File: config.mk
export PLATFORM = sky130hd
export DESIGN_NAME = fsc_ctrl_regs
export DESIGN_NICKNAME = d
export VERILOG_FILES = /design/src/logic/fsc_id_rows.v /design/src/logic/fsc_ctrl_regs.v
export VERILOG_INCLUDE_DIRS = /design/src /design/src/logic
export SDC_FILE = /design/constraint.sdc
export NUM_CORES = 1
export LEC_CHECK = 0
export ABC_AREA = 1
export BUFFER_PORTS_ARGS = -buffer_cell sky130_fd_sc_hd__buf_4
export CAP_MARGIN = 20
export CORE_MARGIN = 5
export CORE_UTILIZATION = 55
export CTS_BUF_LIST = sky130_fd_sc_hd__clkbuf_8
export CTS_CLUSTER_SIZE = 12
export DETAILED_ROUTE_END_ITERATION = 8
export GPL_ROUTABILITY_DRIVEN = 0
export PLACE_DENSITY = 0.86
export SLEW_MARGIN = 20
export SYNTH_ARGS = -nofsm -noshare
export SYNTH_HDL_FRONTEND = slang
export SYNTH_SLANG_ARGS = --single-unit
File: constraint.sdc
create_clock -name MCLK -period 6.25 [get_ports MCLK]
set_input_delay 1.5625 -clock MCLK [delete_from_list [all_inputs] [get_ports MCLK]]
set_output_delay 1.5625 -clock MCLK [all_outputs]
set_load 0.03 [all_outputs]
File: src/logic/fsc_defs.vh
// constants for the field sensor control register bank
`ifndef FSC_DEFS_VH
`define FSC_DEFS_VH
`define FSC_OFS_ID0        6'h00
`define FSC_OFS_ID1        6'h01
`define FSC_OFS_OPCTL      6'h32
`define FSC_OFS_THR        6'h36
`define FSC_OFS_AXIS       6'h38
`define FSC_OFS_FILT       6'h3a
`define FSC_OFS_RSVD       6'h3c
`define FSC_OFS_KEY        6'h3e
`define FSC_MASK_THR       16'h0fff
`define FSC_MASK_AXIS      16'h3f7f
`define FSC_MASK_FILT      16'h077f
`define FSC_RST_WORD       16'h0000
`define FSC_BIT_START      12
`define FSC_BIT_IFLAG      11
`define FSC_BIT_READY      10
`define FSC_DOZE_HI        6
`define FSC_DOZE_LO        4
`define FSC_PCFG_HI        3
`define FSC_PCFG_LO        1
`define FSC_AX_OFF_HI      13
`define FSC_AX_OFF_LO      11
`define FSC_AX_INV_HI      10
`define FSC_AX_INV_LO      8
`define FSC_ISEL_HI        6
`define FSC_ISEL_LO        3
`define FSC_BIT_ISIGN      2
`define FSC_BIT_PLATCH     1
`define FSC_BIT_PPOL       0
`define FSC_LPBW_HI        10
`define FSC_LPBW_LO        8
`define FSC_ACBW_HI        6
`define FSC_ACBW_LO        4
`define FSC_BIT_ADIR       3
`define FSC_PLANE_HI       2
`define FSC_PLANE_LO       0
`define FSC_MODE_ACT_MAX   3'h2
`define FSC_MODE_LP_A      3'h3
`define FSC_MODE_LP_B      3'h4
`define FSC_ISEL_PIN       4'h0
`define FSC_ISEL_X         4'h1
`define FSC_ISEL_Y         4'h2
`define FSC_ISEL_Z         4'h3
`define FSC_ISEL_ANGLE     4'h4
`define FSC_CMD_LAST       6'h0f
`define FSC_WR_LAST        6'h1f
`define FSC_CNT_MAX        6'h3f
`define FSC_BIT_RD         15
`define FSC_BIT_IND        14
`define FSC_ADDR_HI        13
`define FSC_ADDR_LO        8
`define FSC_ECC_HI         31
`define FSC_ECC_LO         26
`define FSC_TAG_HI         25
`define FSC_TAG_LO         22
`endif

File: src/logic/fsc_id_rows.v
// two read-only identification rows with registered read data and check flags
`timescale 1ns/1ps
`default_nettype none
`include "fsc_defs.vh"
module fsc_id_rows #(
   parameter [3:0]  TAG_ZERO  = 4'h5,      // arbitrary value
   parameter [3:0]  TAG_ONE   = 4'ha,      // arbitrary value
   parameter [21:0] BODY_ZERO = 22'h000000,
   parameter [21:0] BODY_ONE  = 22'h000000
) (
   input  wire        clk,
   input  wire        rst,
   input  wire        rd_en,
   input  wire        row_sel,
   output reg  [31:0] rd_data
);
   wire [25:0] row0 = {TAG_ZERO, BODY_ZERO};
   wire [25:0] row1 = {TAG_ONE, BODY_ONE};
   // check bits stored with each row; a mismatch on read raises a flag
   localparam P0 = ^{TAG_ZERO, BODY_ZERO};
   localparam P1 = ^{TAG_ONE, BODY_ONE};
   wire [25:0] row = row_sel ? row1 : row0;
   wire        chk = row_sel ? P1 : P0;
   wire        err = (^row) ^ chk;
   always @(posedge clk) begin
      if (rst) begin
         rd_data <= 32'h00000000;
      end else if (rd_en) begin
         rd_data <= {5'h00, err, row};
      end
   end
endmodule
`default_nettype wire

File: src/logic/fsc_ctrl_regs.v
// control register bank of the field sensor behind its serial port
// Operation
// - start bit launches conversion when ready and busy are both clear
// - idle in standby until start bit or pin
// - interrupt flag latches until host writes zero
// - ready flag latches on done until cleared
// - doze interval applies in duty-cycle mode
// - mode field selects power configuration
// - threshold is four high plus eight low bits
// - axis off bits remove channel from processing
// - axis invert bits negate channel value
// - select field chooses compared signal
// - sign bit picks below or above threshold
// - latch bit holds pin after condition ends
// - polarity bit picks pin active level
// - low-power bandwidth used in modes three, four
// - active bandwidth used in modes zero to two and five to seven
// - direction bit sets angle code sense
// - plane field picks angle channel pair
// - direct bits mirror shadow parameters
// - access word accepts unlock code
// - identity rows carry error flag bits
// - row zero holds four-bit factory tag
// - modes split active, duty-cycle and sleep
`timescale 1ns/1ps
`default_nettype none
`include "fsc_defs.vh"
module fsc_ctrl_regs #(
   parameter [15:0] UNLOCK_KEY = 16'h5a5a,  // arbitrary value
   parameter        VAL_W      = 12
) (
   input  wire             MCLK,
   input  wire             RST,
   input  wire             SCLK,
   input  wire             CS_N,
   input  wire             MOSI,
   output reg              MISO,
   output reg              MISO_OE_N,
   input  wire             SAMPLE_PIN_IN,
   output reg              SAMPLE_PIN_OUT,
   output reg              SAMPLE_PIN_OE_N,
   input  wire [VAL_W-1:0] X_VALUE,
   input  wire [VAL_W-1:0] Y_VALUE,
   input  wire [VAL_W-1:0] Z_VALUE,
   input  wire [VAL_W-1:0] ANGLE_VALUE,
   input  wire             CONV_DONE,
   output reg              CONV_START,
   output reg  [2:0]       CONV_CHANNELS,
   output reg              STANDBY,
   output reg  [2:0]       POWER_CONFIG,
   output reg              MODE_ACTIVE,
   output reg              MODE_DUTY_CYCLE,
   output reg              MODE_SLEEP,
   output reg  [2:0]       DOZE_INTERVAL,
   output reg  [2:0]       BANDWIDTH_SEL,
   output reg  [2:0]       AXIS_INVERT,
   output reg              ANGLE_DIRECTION,
   output reg  [2:0]       ANGLE_PLANE,
   output reg              MEM_UNLOCKED
);
   // control words
   reg  [2:0]       doze_interval;
   reg  [2:0]       power_config;
   reg  [15:0]      thr_word;
   reg  [15:0]      axis_word;
   reg  [15:0]      filt_word;
   reg  [15:0]      rsvd_word;
   reg              int_flag;
   reg              ready;
   reg              busy;
   // serial port state
   reg  [2:0]       sclk_s;
   reg  [2:0]       cs_s;
   reg  [1:0]       mosi_s;
   reg  [2:0]       pin_s;
   reg  [5:0]       cnt;
   reg  [31:0]      sh_in;
   reg  [31:0]      sh_out;
   reg  [15:0]      cmd;
   reg              id_load;
   wire [31:0]      id_data;
   wire             sclk_rise = sclk_s[1] & ~sclk_s[2];
   wire             sclk_fall = ~sclk_s[1] & sclk_s[2];
   wire             active    = ~cs_s[1];
   wire             bit_in    = mosi_s[1];
   wire [15:0]      next_cmd  = {sh_in[14:0], bit_in};
   wire             cmd_done  = active & sclk_rise & (cnt == `FSC_CMD_LAST);
   wire             wr_done   = active & sclk_rise & (cnt == `FSC_WR_LAST) & ~cmd[`FSC_BIT_RD];
   wire [5:0]       wr_addr   = cmd[`FSC_ADDR_HI:`FSC_ADDR_LO];
   wire             wr_direct = wr_done & ~cmd[`FSC_BIT_IND];
   wire             wr_opctl  = wr_direct & (wr_addr == `FSC_OFS_OPCTL);

   // named fields
   wire [3:0]       alert_level_hi = thr_word[11:8];
   wire [7:0]       alert_level_lo = thr_word[7:0];
   wire [2:0]       axis_off       = axis_word[`FSC_AX_OFF_HI:`FSC_AX_OFF_LO];
   wire [2:0]       axis_invert    = axis_word[`FSC_AX_INV_HI:`FSC_AX_INV_LO];
   wire [3:0]       alert_select   = axis_word[`FSC_ISEL_HI:`FSC_ISEL_LO];
   wire             alert_sign     = axis_word[`FSC_BIT_ISIGN];
   wire             pin_latch      = axis_word[`FSC_BIT_PLATCH];
   wire             pin_polarity   = axis_word[`FSC_BIT_PPOL];
   wire [2:0]       lowpower_bandwidth = filt_word[`FSC_LPBW_HI:`FSC_LPBW_LO];
   wire [2:0]       active_bandwidth   = filt_word[`FSC_ACBW_HI:`FSC_ACBW_LO];
   wire             duty_cycle_lowpower = (power_config == `FSC_MODE_LP_A) |
                                          (power_config == `FSC_MODE_LP_B);
   wire             pin_mode       = (alert_select == `FSC_ISEL_PIN);

   // register read mux, fixed-zero bits come back as zero
   function [15:0] dir_read;
      input [5:0] a;
      begin
         case (a)
            `FSC_OFS_OPCTL: dir_read = {3'h0, busy, int_flag, ready, 3'h0,
                                        doze_interval, power_config, 1'b0};
            `FSC_OFS_THR:   dir_read = thr_word;
            `FSC_OFS_AXIS:  dir_read = axis_word;
            `FSC_OFS_FILT:  dir_read = filt_word;
            `FSC_OFS_RSVD:  dir_read = rsvd_word;
            default:        dir_read = 16'h0000;
         endcase
      end
   endfunction

   // optional sign flip of a channel, then compare against the threshold
   function [VAL_W-1:0] cond_val;
      input [VAL_W-1:0] v;
      input             inv;
      begin
         cond_val = inv ? (~v + {{(VAL_W-1){1'b0}}, 1'b1}) : v;
      end
   endfunction

   reg  [VAL_W-1:0] sel_val;
   reg              sel_ok;
   always @* begin
      sel_val = {VAL_W{1'b0}};
      sel_ok  = 1'b0;
      case (alert_select)
         `FSC_ISEL_X: begin
            sel_val = cond_val(X_VALUE, axis_invert[0]);
            sel_ok  = ~axis_off[0];
         end
         `FSC_ISEL_Y: begin
            sel_val = cond_val(Y_VALUE, axis_invert[1]);
            sel_ok  = ~axis_off[1];
         end
         `FSC_ISEL_Z: begin
            sel_val = cond_val(Z_VALUE, axis_invert[2]);
            sel_ok  = ~axis_off[2];
         end
         `FSC_ISEL_ANGLE: begin
            sel_val = ANGLE_VALUE;
            sel_ok  = 1'b1;
         end
         default: begin
            sel_val = {VAL_W{1'b0}};
            sel_ok  = 1'b0;
         end
      endcase
   end

   wire signed [VAL_W-1:0] s_val = sel_val;
   wire signed [11:0]      s_thr = {alert_level_hi, alert_level_lo};
   wire                    above = s_val > s_thr;
   wire                    below = s_val < s_thr;
   wire                    cond  = sel_ok & (alert_sign ? above : below);
   // polarity applied past the flops so a polarity write cannot fake an edge
   wire                    pin_now  = pin_s[1] ~^ pin_polarity;
   wire                    pin_prev = pin_s[2] ~^ pin_polarity;
   wire                    pin_hit  = pin_now & ~pin_prev;
   wire                    pin_start = pin_mode & pin_hit;
   wire                    start_wr = wr_opctl & sh_in[`FSC_BIT_START - 1];
   // a pin edge while busy or ready is dropped, not queued
   wire                    launch = ~ready & ~busy & (start_wr | pin_start);

   // synchronisers: SCLK, CS_N, MOSI and the pin are asynchronous to MCLK
   always @(posedge MCLK) begin
      if (RST) begin
         sclk_s <= 3'h0;
         cs_s   <= 3'h7;
         mosi_s <= 2'h0;
         pin_s  <= 3'h7;
      end else begin
         sclk_s <= {sclk_s[1:0], SCLK};
         cs_s   <= {cs_s[1:0], CS_N};
         mosi_s <= {mosi_s[0], MOSI};
         // raw level; polarity is applied past the second flop
         pin_s  <= {pin_s[1:0], SAMPLE_PIN_IN};
      end
   end

   // serial frame: 16-bit command then data, mode 0
   always @(posedge MCLK) begin
      if (RST) begin
         cnt       <= 6'h00;
         sh_in     <= 32'h00000000;
         sh_out    <= 32'h00000000;
         cmd       <= 16'h0000;
         id_load   <= 1'b0;
         MISO      <= 1'b0;
         MISO_OE_N <= 1'b1;
      end else begin
         id_load <= 1'b0;
         if (!active) begin
            cnt       <= 6'h00;
            MISO_OE_N <= 1'b1;
            MISO      <= 1'b0;
         end else begin
            if (sclk_rise) begin
               sh_in <= {sh_in[30:0], bit_in};
               // count saturates, so bits past the top are ignored
               if (cnt != `FSC_CNT_MAX) begin
                  cnt <= cnt + 6'h01;
               end
            end
            if (cmd_done) begin
               cmd <= next_cmd;
               if (!next_cmd[`FSC_BIT_IND]) begin
                  sh_out <= {dir_read(next_cmd[`FSC_ADDR_HI:`FSC_ADDR_LO]), 16'h0000};
               end else begin
                  id_load <= 1'b1;
               end
            end else if (id_load) begin
               // indirect rows stay hidden until the access code is taken
               sh_out <= MEM_UNLOCKED ? id_data : 32'h00000000;
            end else if (sclk_fall && cnt > `FSC_CMD_LAST && cmd[`FSC_BIT_RD]) begin
               MISO      <= sh_out[31];
               MISO_OE_N <= 1'b0;
               sh_out    <= {sh_out[30:0], 1'b0};
            end
         end
      end
   end

   fsc_id_rows u_rows (
      .clk     (MCLK),
      .rst     (RST),
      .rd_en   (cmd_done),
      .row_sel (next_cmd[`FSC_ADDR_LO]),
      .rd_data (id_data)
   );

   // register writes, only writable bits are kept
   always @(posedge MCLK) begin
      if (RST) begin
         doze_interval <= 3'h0;
         power_config  <= 3'h0;
         thr_word      <= `FSC_RST_WORD;
         axis_word     <= `FSC_RST_WORD;
         filt_word     <= `FSC_RST_WORD;
         rsvd_word     <= `FSC_RST_WORD;
         MEM_UNLOCKED  <= 1'b0;
      end else if (wr_direct) begin
         case (wr_addr)
            `FSC_OFS_OPCTL: begin
               doze_interval <= sh_in[`FSC_DOZE_HI-1:`FSC_DOZE_LO-1];
               power_config  <= sh_in[`FSC_PCFG_HI-1:`FSC_PCFG_LO-1];
            end
            `FSC_OFS_THR:  thr_word  <= {sh_in[14:0], bit_in} & `FSC_MASK_THR;
            `FSC_OFS_AXIS: axis_word <= {sh_in[14:0], bit_in} & `FSC_MASK_AXIS;
            `FSC_OFS_FILT: filt_word <= {sh_in[14:0], bit_in} & `FSC_MASK_FILT;
            // held as written; the host is expected to leave it at zero
            `FSC_OFS_RSVD: rsvd_word <= {sh_in[14:0], bit_in};
            // a wrong key locks again; only the last key write counts
            `FSC_OFS_KEY:  MEM_UNLOCKED <= ({sh_in[14:0], bit_in} == UNLOCK_KEY);
            default: begin
            end
         endcase
      end
   end

   // latched flags: hardware set wins over a host clear in the same cycle
   always @(posedge MCLK) begin
      if (RST) begin
         ready      <= 1'b0;
         int_flag   <= 1'b0;
         busy       <= 1'b0;
         CONV_START <= 1'b0;
      end else begin
         CONV_START <= launch;
         if (launch) begin
            busy <= 1'b1;
         end else if (CONV_DONE) begin
            busy <= 1'b0;
         end
         if (busy && CONV_DONE) begin
            ready <= 1'b1;
         end else if (wr_opctl && !sh_in[`FSC_BIT_READY - 1]) begin
            ready <= 1'b0;
         end
         if (cond) begin
            int_flag <= 1'b1;
         end else if (wr_opctl && !sh_in[`FSC_BIT_IFLAG - 1]) begin
            int_flag <= 1'b0;
         end
      end
   end

   // configuration and pin outputs
   // one register stage on every output keeps them glitch free
   always @(posedge MCLK) begin
      if (RST) begin
         CONV_CHANNELS   <= 3'h7;
         STANDBY         <= 1'b1;
         POWER_CONFIG    <= 3'h0;
         MODE_ACTIVE     <= 1'b1;
         MODE_DUTY_CYCLE <= 1'b0;
         MODE_SLEEP      <= 1'b0;
         DOZE_INTERVAL   <= 3'h0;
         BANDWIDTH_SEL   <= 3'h0;
         AXIS_INVERT     <= 3'h0;
         ANGLE_DIRECTION <= 1'b0;
         ANGLE_PLANE     <= 3'h0;
         SAMPLE_PIN_OUT  <= 1'b1;
         SAMPLE_PIN_OE_N <= 1'b1;
      end else begin
         CONV_CHANNELS   <= ~axis_off;
         STANDBY         <= ~busy & ~launch;
         POWER_CONFIG    <= power_config;
         MODE_ACTIVE     <= (power_config <= `FSC_MODE_ACT_MAX);
         MODE_DUTY_CYCLE <= duty_cycle_lowpower;
         // codes above the duty-cycle pair all mean sleep
         MODE_SLEEP      <= (power_config > `FSC_MODE_LP_B);
         // interval has no meaning outside duty cycling, so it reads zero there
         DOZE_INTERVAL   <= duty_cycle_lowpower ? doze_interval : 3'h0;
         BANDWIDTH_SEL   <= duty_cycle_lowpower ? lowpower_bandwidth
                                                : active_bandwidth;
         AXIS_INVERT     <= axis_invert;
         ANGLE_DIRECTION <= filt_word[`FSC_BIT_ADIR];
         ANGLE_PLANE     <= filt_word[`FSC_PLANE_HI:`FSC_PLANE_LO];
         SAMPLE_PIN_OE_N <= pin_mode;
         SAMPLE_PIN_OUT  <= (cond | (pin_latch & int_flag)) ~^ pin_polarity;
      end
   end
endmodule
`default_nettype wire

* Yosys cells after proc, flatten, opt, wreduce, memory -nomap -nowiden
Cells that the tools add are included.
** Word-level totals
- Memories :: 0
- Word-level logic and storage cells :: 156
- Input port bits :: 55
- Memory bits (read-only) :: 0
- Output and inout bits :: 29
- RAM bits :: 0
- Flip-flop bits (word level) :: 196
- Latch bits :: 0
** Operators by class
- Reductions and logical operators :: 27
- Multiply operators :: 0
- Shift-type cells :: 0
- Eq/ne operators :: 22
- Add/subtract/negate cells :: 4
- Multiplexer cells :: 21
- Magnitude comparators :: 5
- Bitwise logic cells :: 41
- Div/mod/pow operators :: 0
** Operator list (count)
- $mux W32 :: 4
- $pmux W16 S5 :: 1
- $eq A6 B6 Y1 const B :: 11
- $pmux W12 S4 :: 1
- $add A12 B1 Y12 const B :: 3
- $mux W12 :: 3
- $not A12 Y12 :: 3
- $mux W27 :: 1
- $mux W26 :: 1
- $reduce_xor A26 Y1 :: 1
- $reduce_and A2 Y1 :: 9
- $and A1 B1 Y1 :: 16
- $eq A16 B15 Y1 const B :: 1
- $not A1 Y1 :: 15
- $gt A12 B12 Y1 :: 1
- $lt A12 B12 Y1 :: 1
- $eq A4 B2 Y1 const B :: 2
- $mux W1 :: 8
- $add A6 B1 Y6 const B :: 1
- $eq A6 B4 Y1 const B :: 1
- $eq A6 B5 Y1 const B :: 1
- $gt A6 B4 Y1 const B :: 1
- $ne A6 B6 Y1 const B :: 1
- $reduce_and A3 Y1 :: 2
- 19 further kinds :: 31

* Longest topological paths before layout
Gate-level depths: netlist of run 1.
- Depth in word-level cells :: 12
- Mapped depth :: 26
- Depth with buffers taken out :: 26

* Modules after synthesis
From an unflattened synthesis of run 1, not the netlist that was laid out.
** Unflattened totals
- Cells, all modules :: 1126
- Area total of the unflattened synthesis :: 8045.2 um^2
** By module, submodules not included
- fsc_ctrl_regs :: instances 1, seq. area each 3223.1 um^2, cells each 1085, area an instance 7738.7 um^2
- fsc_id_rows :: instances 1, seq. area each 40.0 um^2, cells each 41, area an instance 306.5 um^2

* Least setup slack after synthesis of run 1
Ideal clock, no wire load.
- Path kind :: input to register
- Start :: input X_VALUE[0]
- End :: register SAMPLE_PIN_OUT
- Data required time :: 6.118 ns
- Data arrival time :: 3.968 ns
- Setup time :: 0.132 ns
- Path slack :: 2.151 ns
- Path buffers :: 0
- Stages on the path :: 24
- Cell sequence :: inv_1 ha_1 inv_1 nor3_1 nand3_1 o21ai_0 nand2_1 or2_2 nand3_1 nand4_1 ha_1 nand2_1 inv_1 nand2_1 nor2_1 nand2_1 nand3_1 nand2_1 nand2_1 nand2_1 nand3_1 nand2_1 nand2_1 nand3_1
** Between the ends
- Cells in the longest elaborated chain, start to end :: 9
- Elaborated cells on any way between the ends :: 10
- Those cells by class :: 1 x add/sub; 2 x order compare; 3 x mux; 4 x bitwise
** RTL lines
- from (decl) :: RTL line fsc_ctrl_regs.v:42 : input wire [VAL_W-1:0] X_VALUE,
- $not A12 Y12 :: RTL line fsc_ctrl_regs.v:129 : cond_val = inv ? (~v + {{(VAL_W-1){1'b0}}, 1'b1}) : v;
- $add A12 B1 Y12 :: RTL line fsc_ctrl_regs.v:129
- $mux W12 * :: RTL line fsc_ctrl_regs.v:129
- $pmux W12 S4 * :: RTL line fsc_ctrl_regs.v:138 : case (alert_select)
- $lt A12 B12 Y1 or $gt A12 B12 Y1 (tied branches) :: RTL line fsc_ctrl_regs.v:165, fsc_ctrl_regs.v:164
- $mux W1 * :: RTL line fsc_ctrl_regs.v:166 : wire cond = sel_ok & (alert_sign ? above : below);
- $and A1 B1 Y1 * :: RTL line fsc_ctrl_regs.v:166
- $or A1 B1 Y1 * :: RTL line fsc_ctrl_regs.v:332 : SAMPLE_PIN_OUT <= (cond | (pin_latch & int_flag)) ~^ pin_polarity;
- $xnor A1 B1 Y1 * :: RTL line fsc_ctrl_regs.v:332
- to (signal assigned) :: RTL line fsc_ctrl_regs.v:332
- to (decl) :: RTL line fsc_ctrl_regs.v:40 : output reg SAMPLE_PIN_OUT,
Every way passes the cells marked *; elsewhere a longest branch is shown, timed or not.
A chain may end at the register's enable or synchronous reset.

* Final worst setup path of run 1
- Start :: input X_VALUE[1]
- End :: register SAMPLE_PIN_OUT
Same word-level chain as after synthesis.

==> impl_metrics.csv, run 1 <==
group,metric,value,unit
global_routing,grt_pass1_vias,6358,
logic_synthesis,ys.warnings.count,0,
die,die_h,123,µm
hold_path,holdPathEnd,"mosi_s[1]$_SDFF_PP0_",
clock_tree,post-cts-setup-buffer-count,0,
die,initial_core_util,55.8,%
sta,rsz0062_at_grt,"false",
clock_tree,path_clk_slew,0.08,ns
global_routing,busiest_layer,"met2",
critical_path,cp_max_fo,3,
sta,final-setup-viol-count,0,
route,via_per_inst,5.72,
place,dpl_cell_area,7680,µm²
route,drc,0,
sta,hold_viol_final,0,
clock_tree,h-tree-depth,4,
clock_tree,postCtsHoldBufs,0,
route,ant_nets,0,
global_routing,grt_max_degree,57,
final_layout,layout-drive-gt1-share,12.8,%
critical_path,crit_type,"in2reg",
route,wl,19.7,mm
route,drtPass1Iterations,6,
pwr,p_int,0.00135,W
sta,drv_slew,0,
logic_synthesis,ys_ff_latch,147,
die,core,12600,µm²
final_layout,post-route-util,64.3,%
critical_path,required,6.56,ns
logic_synthesis,synth_top_cell_area_share,42.0,%
clock_tree,cts_root_buf,"clkbuf_8",
critical_path,rr_endpoint,"SAMPLE_PIN_OUT$_SDFF_PP1_",
pwr,power.leakage,3.28,nW
route,drtIter0Drc,889,
global_routing,grt_antenna_before_repair,0,
global_routing,grt-ovfl-total,0,
die,die_area,15100,µm²
logic_synthesis,synth_cell_types,38,
die,die_x,123,µm
route,post_drt_wl_per_cell,15.8,µm
die,pin_count,84,
pwr,p_sw_share,23.6,%
global_routing,grt.met2_usage,42.1,%
clock_tree,cts_made_buffers,17,
logic_synthesis,synth_area_leaders,"dfxtp_1 (42%), o21ai_0 (10%), a21oi_1 (10%)",
route,vias,7110,
critical_path,r2r_slack,3.18,ns
place,io_buffers,83,
logic_synthesis,netlist_area,7010,µm²
critical_path,reg2reg_depth,21,
final_layout,layout_common_cells,"dfxtp_1 (147), nand2_1 (145), o21ai_0 (144)",
global_routing,grt_usage,26.1,%
final_layout,layout_commonest_cell,"dfxtp_1",
sta,max_freq,240,MHz
run_status,outcome,"complete, no violations",
sta,period_needed,4.16,ns
pwr,power_frac_comb,4.6,%
job,maxCapViolCount,0,
logic_synthesis,syn-num-nets,1068,
critical_path,arrival,4.47,ns
place,dp_cells,1212,
final_layout,fin_nets,1130,
pwr,p_per_area,219,nW/µm²
critical_path,start_kind,"input port",
global_routing,grtUsageMet1,33.4,%
logic_synthesis,netlist_instances,997,
final_layout,final_area,8080,µm²
hold_path,whs_path_depth,2,
clock_tree,cts_buffer_depth,2,
global_routing,grt_pass1_wl,30.9,mm
clock_tree,cts-resized-gates,0,
place,hpwl,14.0,mm
pwr,p_seq_share,53.4,%
pwr,p_clk_share,42.0,%
clock_tree,clock-sinks,147,
sta,fin_skew,0.0100,ns
critical_path,rr_startpoint,"axis_word[10]$_SDFFE_PP0P_",
sta,worst_slew_pin_slew,1.00,ns
sta,fin_crit_sh,66.6,%
final_layout,syn_to_final_growth,15.2,%
final_layout,fin_cells,1244,
logic_synthesis,synth_top_area_cell,"dfxtp_1",
pwr,p_switching,0.000417,W
final_layout,diodes,0,
sta,finalSetupTns,0,ns
pwr,ir_worst_vdd,0.000167,V
hold_path,hold_class,"reg2reg",
critical_path,cp-end-kind,"register",
die,rows,41,
clock_tree,insertion_delay,0.45,ns
logic_synthesis,syn_avg_cell_area,7.03,µm²
logic_synthesis,synth_seq_area_share,42.0,%
clock_tree,cts_tree,"yes",
hold_path,min_from,"mosi_s[0]$_SDFF_PP0_",
sta,relSlewSlack,33.1,%
global_routing,met3_usage,6.82,%
[synthesized netlist by cell type, drive strengths merged]
cell	instances
inv	125
or3b	1
a22oi	2
a21oi	141
nor3	17
xor2	1
a211oi	1
o2111ai	8
o21ai	161
a221oi	1
nand4	8
a31oi	7
or2	9
ha	16
nand2	145
nand3	36
nor3b	2
nor2	100
o31ai	5
dfxtp	147
nor4	6
o221ai	2
o22ai	5
a21o	1
buf	13
o211ai	3
clkbuf	31
clkinv	3
[logic make-up after synthesis]
kind of cell,after synthesis,synth area share (%)
compound gates,337,25.3
simple gates,324,20.1
xor+xnor,1,0.125
fa+ha+maj,16,2.86
buf+inv,172,9.66
flops,147,42.0
[power by group through the flow]
stage / Sequential [W] / Clock, W / Combinational (W)
final: 0.000945 / 0.000743 / 0.0000812
after global routing: 0.000945 / 0.000785 / 0.0000906
after CTS: 0.000945 / 0.000742 / 0.0000800
after detailed placement: 0.000967 / 0 / 0.0000796
after global placement: 0.000967 / 0 / 0.0000778
after floorplan: 0.000966 / 0 / 0.0000395
[through the flow]
| stage | worst slack, ns | power (W) | hold WS (ns) |
|---|---|---|---|
| after detailed placement | 1.71 | 0.00105 | 0.395 |
| after global routing | 1.80 | 0.00182 | 0.427 |
| final | 2.09 | 0.00177 | 0.406 |
| after floorplan | 2.15 | 0.00101 | 0.379 |
| after global placement | 1.81 | 0.00104 | 0.394 |
| after CTS | 2.18 | 0.00177 | 0.407 |
[sequential cells by signal, summed over array words and instances (netlist names), 6 cells and up]
| name | flops |
|---|---|
| sh_out | 16 |
| sh_in | 15 |
| cmd | 8 |
| cnt | 6 |
| filt_word | 10 |
| rsvd_word | 16 |
| thr_word | 12 |
| axis_word | 13 |
[routing by layer]
layer	share of wire (%)	vias to the layer above
li1	-	3473
met1	40	3199
met2	46	378
met3	10	60
met4	3.8	0
met5	0	-
[final cells by class]
type	count	area, µm²
clock buffer	19	262
clock inverter	13	135
fill	1062	4490
inverter	128	480
multi-input combinational	678	3390
sequential	147	2940
tap	172	215
timing repair buffer	87	653
[worst max-delay path by stage]
stage	from	end	cells after the start
after global routing	X_VALUE[0]	SAMPLE_PIN_OUT$_SDFF_PP1_	25
after floorplan	X_VALUE[0]	SAMPLE_PIN_OUT$_SDFF_PP1_	24
after CTS	X_VALUE[0]	SAMPLE_PIN_OUT$_SDFF_PP1_	25
final	X_VALUE[1]	SAMPLE_PIN_OUT$_SDFF_PP1_	25
after global placement	X_VALUE[0]	SAMPLE_PIN_OUT$_SDFF_PP1_	25
after detailed placement	X_VALUE[0]	SAMPLE_PIN_OUT$_SDFF_PP1_	25
[critical path, cell delays in order]
cell	delay, ns
buf_4	0.11
inv_1	0.09
ha_1	0.19
inv_1	0.04
nor3_1	0.25
nand3_1	0.13
o21ai_0	0.27
nand2_1	0.10
or2_2	0.28
nand3_1	0.07
nand4_1	0.10
ha_1	0.29
nand2_1	0.06
inv_1	0.05
nand2_1	0.06
nor2_1	0.15
nand2_1	0.09
nand3_1	0.07
nand2_1	0.06
nand2_1	0.06
nand2_1	0.05
nand3_1	0.13
nand2_1	0.07
nand2_1	0.06
nand3_1	0.06
No activity file was read; power rests on OpenSTA's default activity.
==> inputs of run 2 (changes only) <==
--- a/config.mk
+++ b/config.mk
@@ -6,7 +6,7 @@
 export SDC_FILE = /design/constraint.sdc
 export NUM_CORES = 1
 export LEC_CHECK = 0
-export ABC_AREA = 1
+export ABC_AREA = 0
 export BUFFER_PORTS_ARGS = -buffer_cell sky130_fd_sc_hd__buf_4
 export CAP_MARGIN = 20
 export CORE_MARGIN = 5
==> constraint.sdc (replaced) <==
create_clock -name MCLK -period 4 [get_ports MCLK]
set_input_delay 1 -clock MCLK [delete_from_list [all_inputs] [get_ports MCLK]]
set_output_delay 1 -clock MCLK [all_outputs]
set_load 0.03 [all_outputs]
==> run 2 against run 1 <==
  * Utilization up 1.6 points
  * Non-clock buffer count up 28
  * Power up 53%
  * Cell area up 2.5%
  * Clock power up 49%
  * Final cell count down 13%
  * Register-to-register slack worse by 2.4 ns
  * Combinational power up 55%
  * Synthesized area up 0.41%
  * Sequential share of layout area down 0.90 points
  * First-iteration DRC count down 31%
  * Routed wire length down 4.6%
==> impl_metrics.csv, run 2 <==
group,metric,value,unit
run_status,outcome,"complete, no violations",
place,hpwl,13.2,mm
route,post_drt_wl_per_cell,17.3,µm
die,initial_core_util,56.0,%
logic_synthesis,synthFlopType,"dfxtp_1",
critical_path,arrival,4.11,ns
sta,final-setup-viol-count,0,
final_layout,layout_commonest_cell,"dfxtp_1",
place,io_buffers,83,
logic_synthesis,synth_cell_types,65,
route,drtIter0Drc,614,
route,via_per_inst,5.85,
sta,relSlewSlack,35.0,%
route,drc,0,
die,pin_count,84,
logic_synthesis,netlist_area,7040,µm²
final_layout,layout-drive-gt1-share,18.4,%
global_routing,grt_pass1_wl,30.0,mm
pwr,power.leakage,3.32,nW
die,die_area,15200,µm²
final_layout,diodes,0,
hold_path,hold_class,"reg2reg",
clock_tree,h-tree-depth,4,
clock_tree,postCtsHoldBufs,0,
critical_path,start_kind,"input port",
pwr,power,0.00271,W
place,dpl_cell_area,7890,µm²
global_routing,grt_pass1_vias,6091,
global_routing,grt_antenna_before_repair,0,
clock_tree,cts_made_buffers,17,
final_layout,syn_to_final_growth,17.7,%
hold_path,whs_path_depth,1,
logic_synthesis,synth_top_cell_area_share,41.8,%
critical_path,required,4.37,ns
global_routing,grt_usage,25.1,%
die,die_h,123,µm
place,dp_cells,1052,
logic_synthesis,synth_seq_area_share,41.8,%
sta,worst_slew_pin_slew,0.970,ns
logic_synthesis,syn-num-nets,891,
pwr,p_per_area,327,nW/µm²
sta,fin_skew,0.0122,ns
logic_synthesis,synthArstFlopShare,0,%
logic_synthesis,ys.warnings.count,0,
die,die_x,123,µm
global_routing,grt_max_degree,65,
critical_path,reg2reg_depth,12,
sta,rsz0062_at_grt,"true",
logic_synthesis,synth_top_area_cell,"dfxtp_1",
clock_tree,cts_root_buf,"clkbuf_8",
clock_tree,cts_buffer_depth,2,
critical_path,cp_max_fo,3,
sta,max_freq,267,MHz
route,vias,6336,
logic_synthesis,yosysMostFrequentCell,"dfxtp_1",
sta,drv_slew,0,
final_layout,fin_cells,1083,
route,ant_nets,0,
logic_synthesis,synth_common_cells,"dfxtp_1 (147), nand2_1 (100), nor2_1 (93), mux2i_1 (66), a21oi_1 (64)",
logic_synthesis,syn_avg_cell_area,8.58,µm²
pwr,ir_worst_vdd,0.000199,V
clock_tree,cts-resized-gates,0,
route,drtPass1Iterations,8,
clock_tree,cts_tree,"yes",
clock_tree,path_clk_slew,0.08,ns
clock_tree,clock-sinks,147,
route,wl,18.8,mm
die,rows,41,
sta,period_needed,3.74,ns
global_routing,grt-ovfl-total,0,
final_layout,fin_nets,970,
sta,hold_viol_final,0,
final_layout,layout_common_cells,"dfxtp_1 (147), buf_4 (115), nand2_1 (100)",
job,maxCapViolCount,0,
logic_synthesis,netlist_instances,820,
critical_path,cp-end-kind,"register",
sta,fin_crit_sh,93.6,%
sta,finalSetupTns,0,ns
die,core,12600,µm²
logic_synthesis,synth_edf_count,0,
final_layout,reg.largest.list,"rsvd_word: 16 flops, sh_out: 16 flops, sh_in: 15 flops",
clock_tree,insertion_delay,0.46,ns
final_layout,final_area,8280,µm²
critical_path,crit_type,"in2reg",
logic_synthesis,ys_ff_latch,147,
clock_tree,post-cts-setup-buffer-count,0,
logic_synthesis,synth_area_leaders,"dfxtp_1 (42%), mux2i_1 (9.4%), nand2_1 (5.3%)",
## run 2: changes by cell type in the layout (fill, tap and decap cells not counted), moves of 28 or more
cell	change
mux2i_1	+66
o21ai_0	-111
inv_1	-91
a21oi_1	-77
buf_4	+28
nand2_1	-45
## run 2: cells by family after synthesis
logic type,synth area share (%)
buffers and inverters,4.96
muxes,9.39
and+or+nand+nor,19.8
adders and majority gates,2.84
DFF,41.8
xor gates and xnor gates,4.23
AOI/OAI and AO/OA,16.9
## run 2: power by group
group	total, W	switching (W)	internal (W)
logic	0.000126	0.0000638	0.0000617
registers	0.00147	0.00000444	0.00147
clock network	0.00111	0.000567	0.000541
## run 2: worst max-delay path, cell delays in order
cell and delay, ns:
buf_4 0.12, inv_1 0.06, ha_1 0.15, or3b_2 0.47, o31ai_2 0.22, buf_4 0.16, nand2_1 0.05, xnor2_1 0.13
o22ai_1 0.09, a211o_1 0.24, ha_1 0.31, nand4_1 0.12, or2_2 0.32, a21o_1 0.19, a31oi_2 0.17, a21oi_1 0.06
a221oi_1 0.26
## run 2: final cells by class
type                            instances  area, µm²
Clock buffer                           20        275
Clock inverter                         11        105
Fill cell                            1011       4290
Inverter                               30        113
Multi-Input combinational cell        588       3770
Sequential cell                       147       2940
Tap cell                              172        215
Timing Repair Buffer                  115        863
## run 2: layer usage
metal	share of wire [%]	vias to the layer above	global-route usage, %
li1	-	3026	-
met1	40	2966	31.0
met2	48	283	41.8
met3	8.9	61	5.86
met4	3.3	0	10.7
met5	0	-	0
## run 2: per-stage QoR
| step | hold WS (ns) | setup slack (ns) | util (%) |
|---|---|---|---|
| 2_1_floorplan | 0.383 | 0.0356 | - |
| 3_3_place_gp | 0.392 | -0.170 | 62.8 |
| 3_5_place_dp | 0.403 | -0.299 | 62.8 |
| 4_1_cts | 0.419 | 0.174 | 65.8 |
| 5_1_grt | 0.433 | -0.0223 | 65.9 |
| 6_report | 0.415 | 0.257 | 65.9 |
## run 2: path summary, 6_finish.rpt
path | from | end | slack (ns)
worst max register to register | axis_word[4]$_SDFFE_PP0P_ | SAMPLE_PIN_OUT$_SDFF_PP1_ | 0.81
worst max-delay path | Y_VALUE[1] | int_flag$_SDFFE_PP0P_ | 0.26
worst min-delay path | cs_s[0]$_SDFF_PP1_ | cs_s[1]$_SDFF_PP1_ | 0.42
worst min register to register | cs_s[0]$_SDFF_PP1_ | cs_s[1]$_SDFF_PP1_ | 0.42
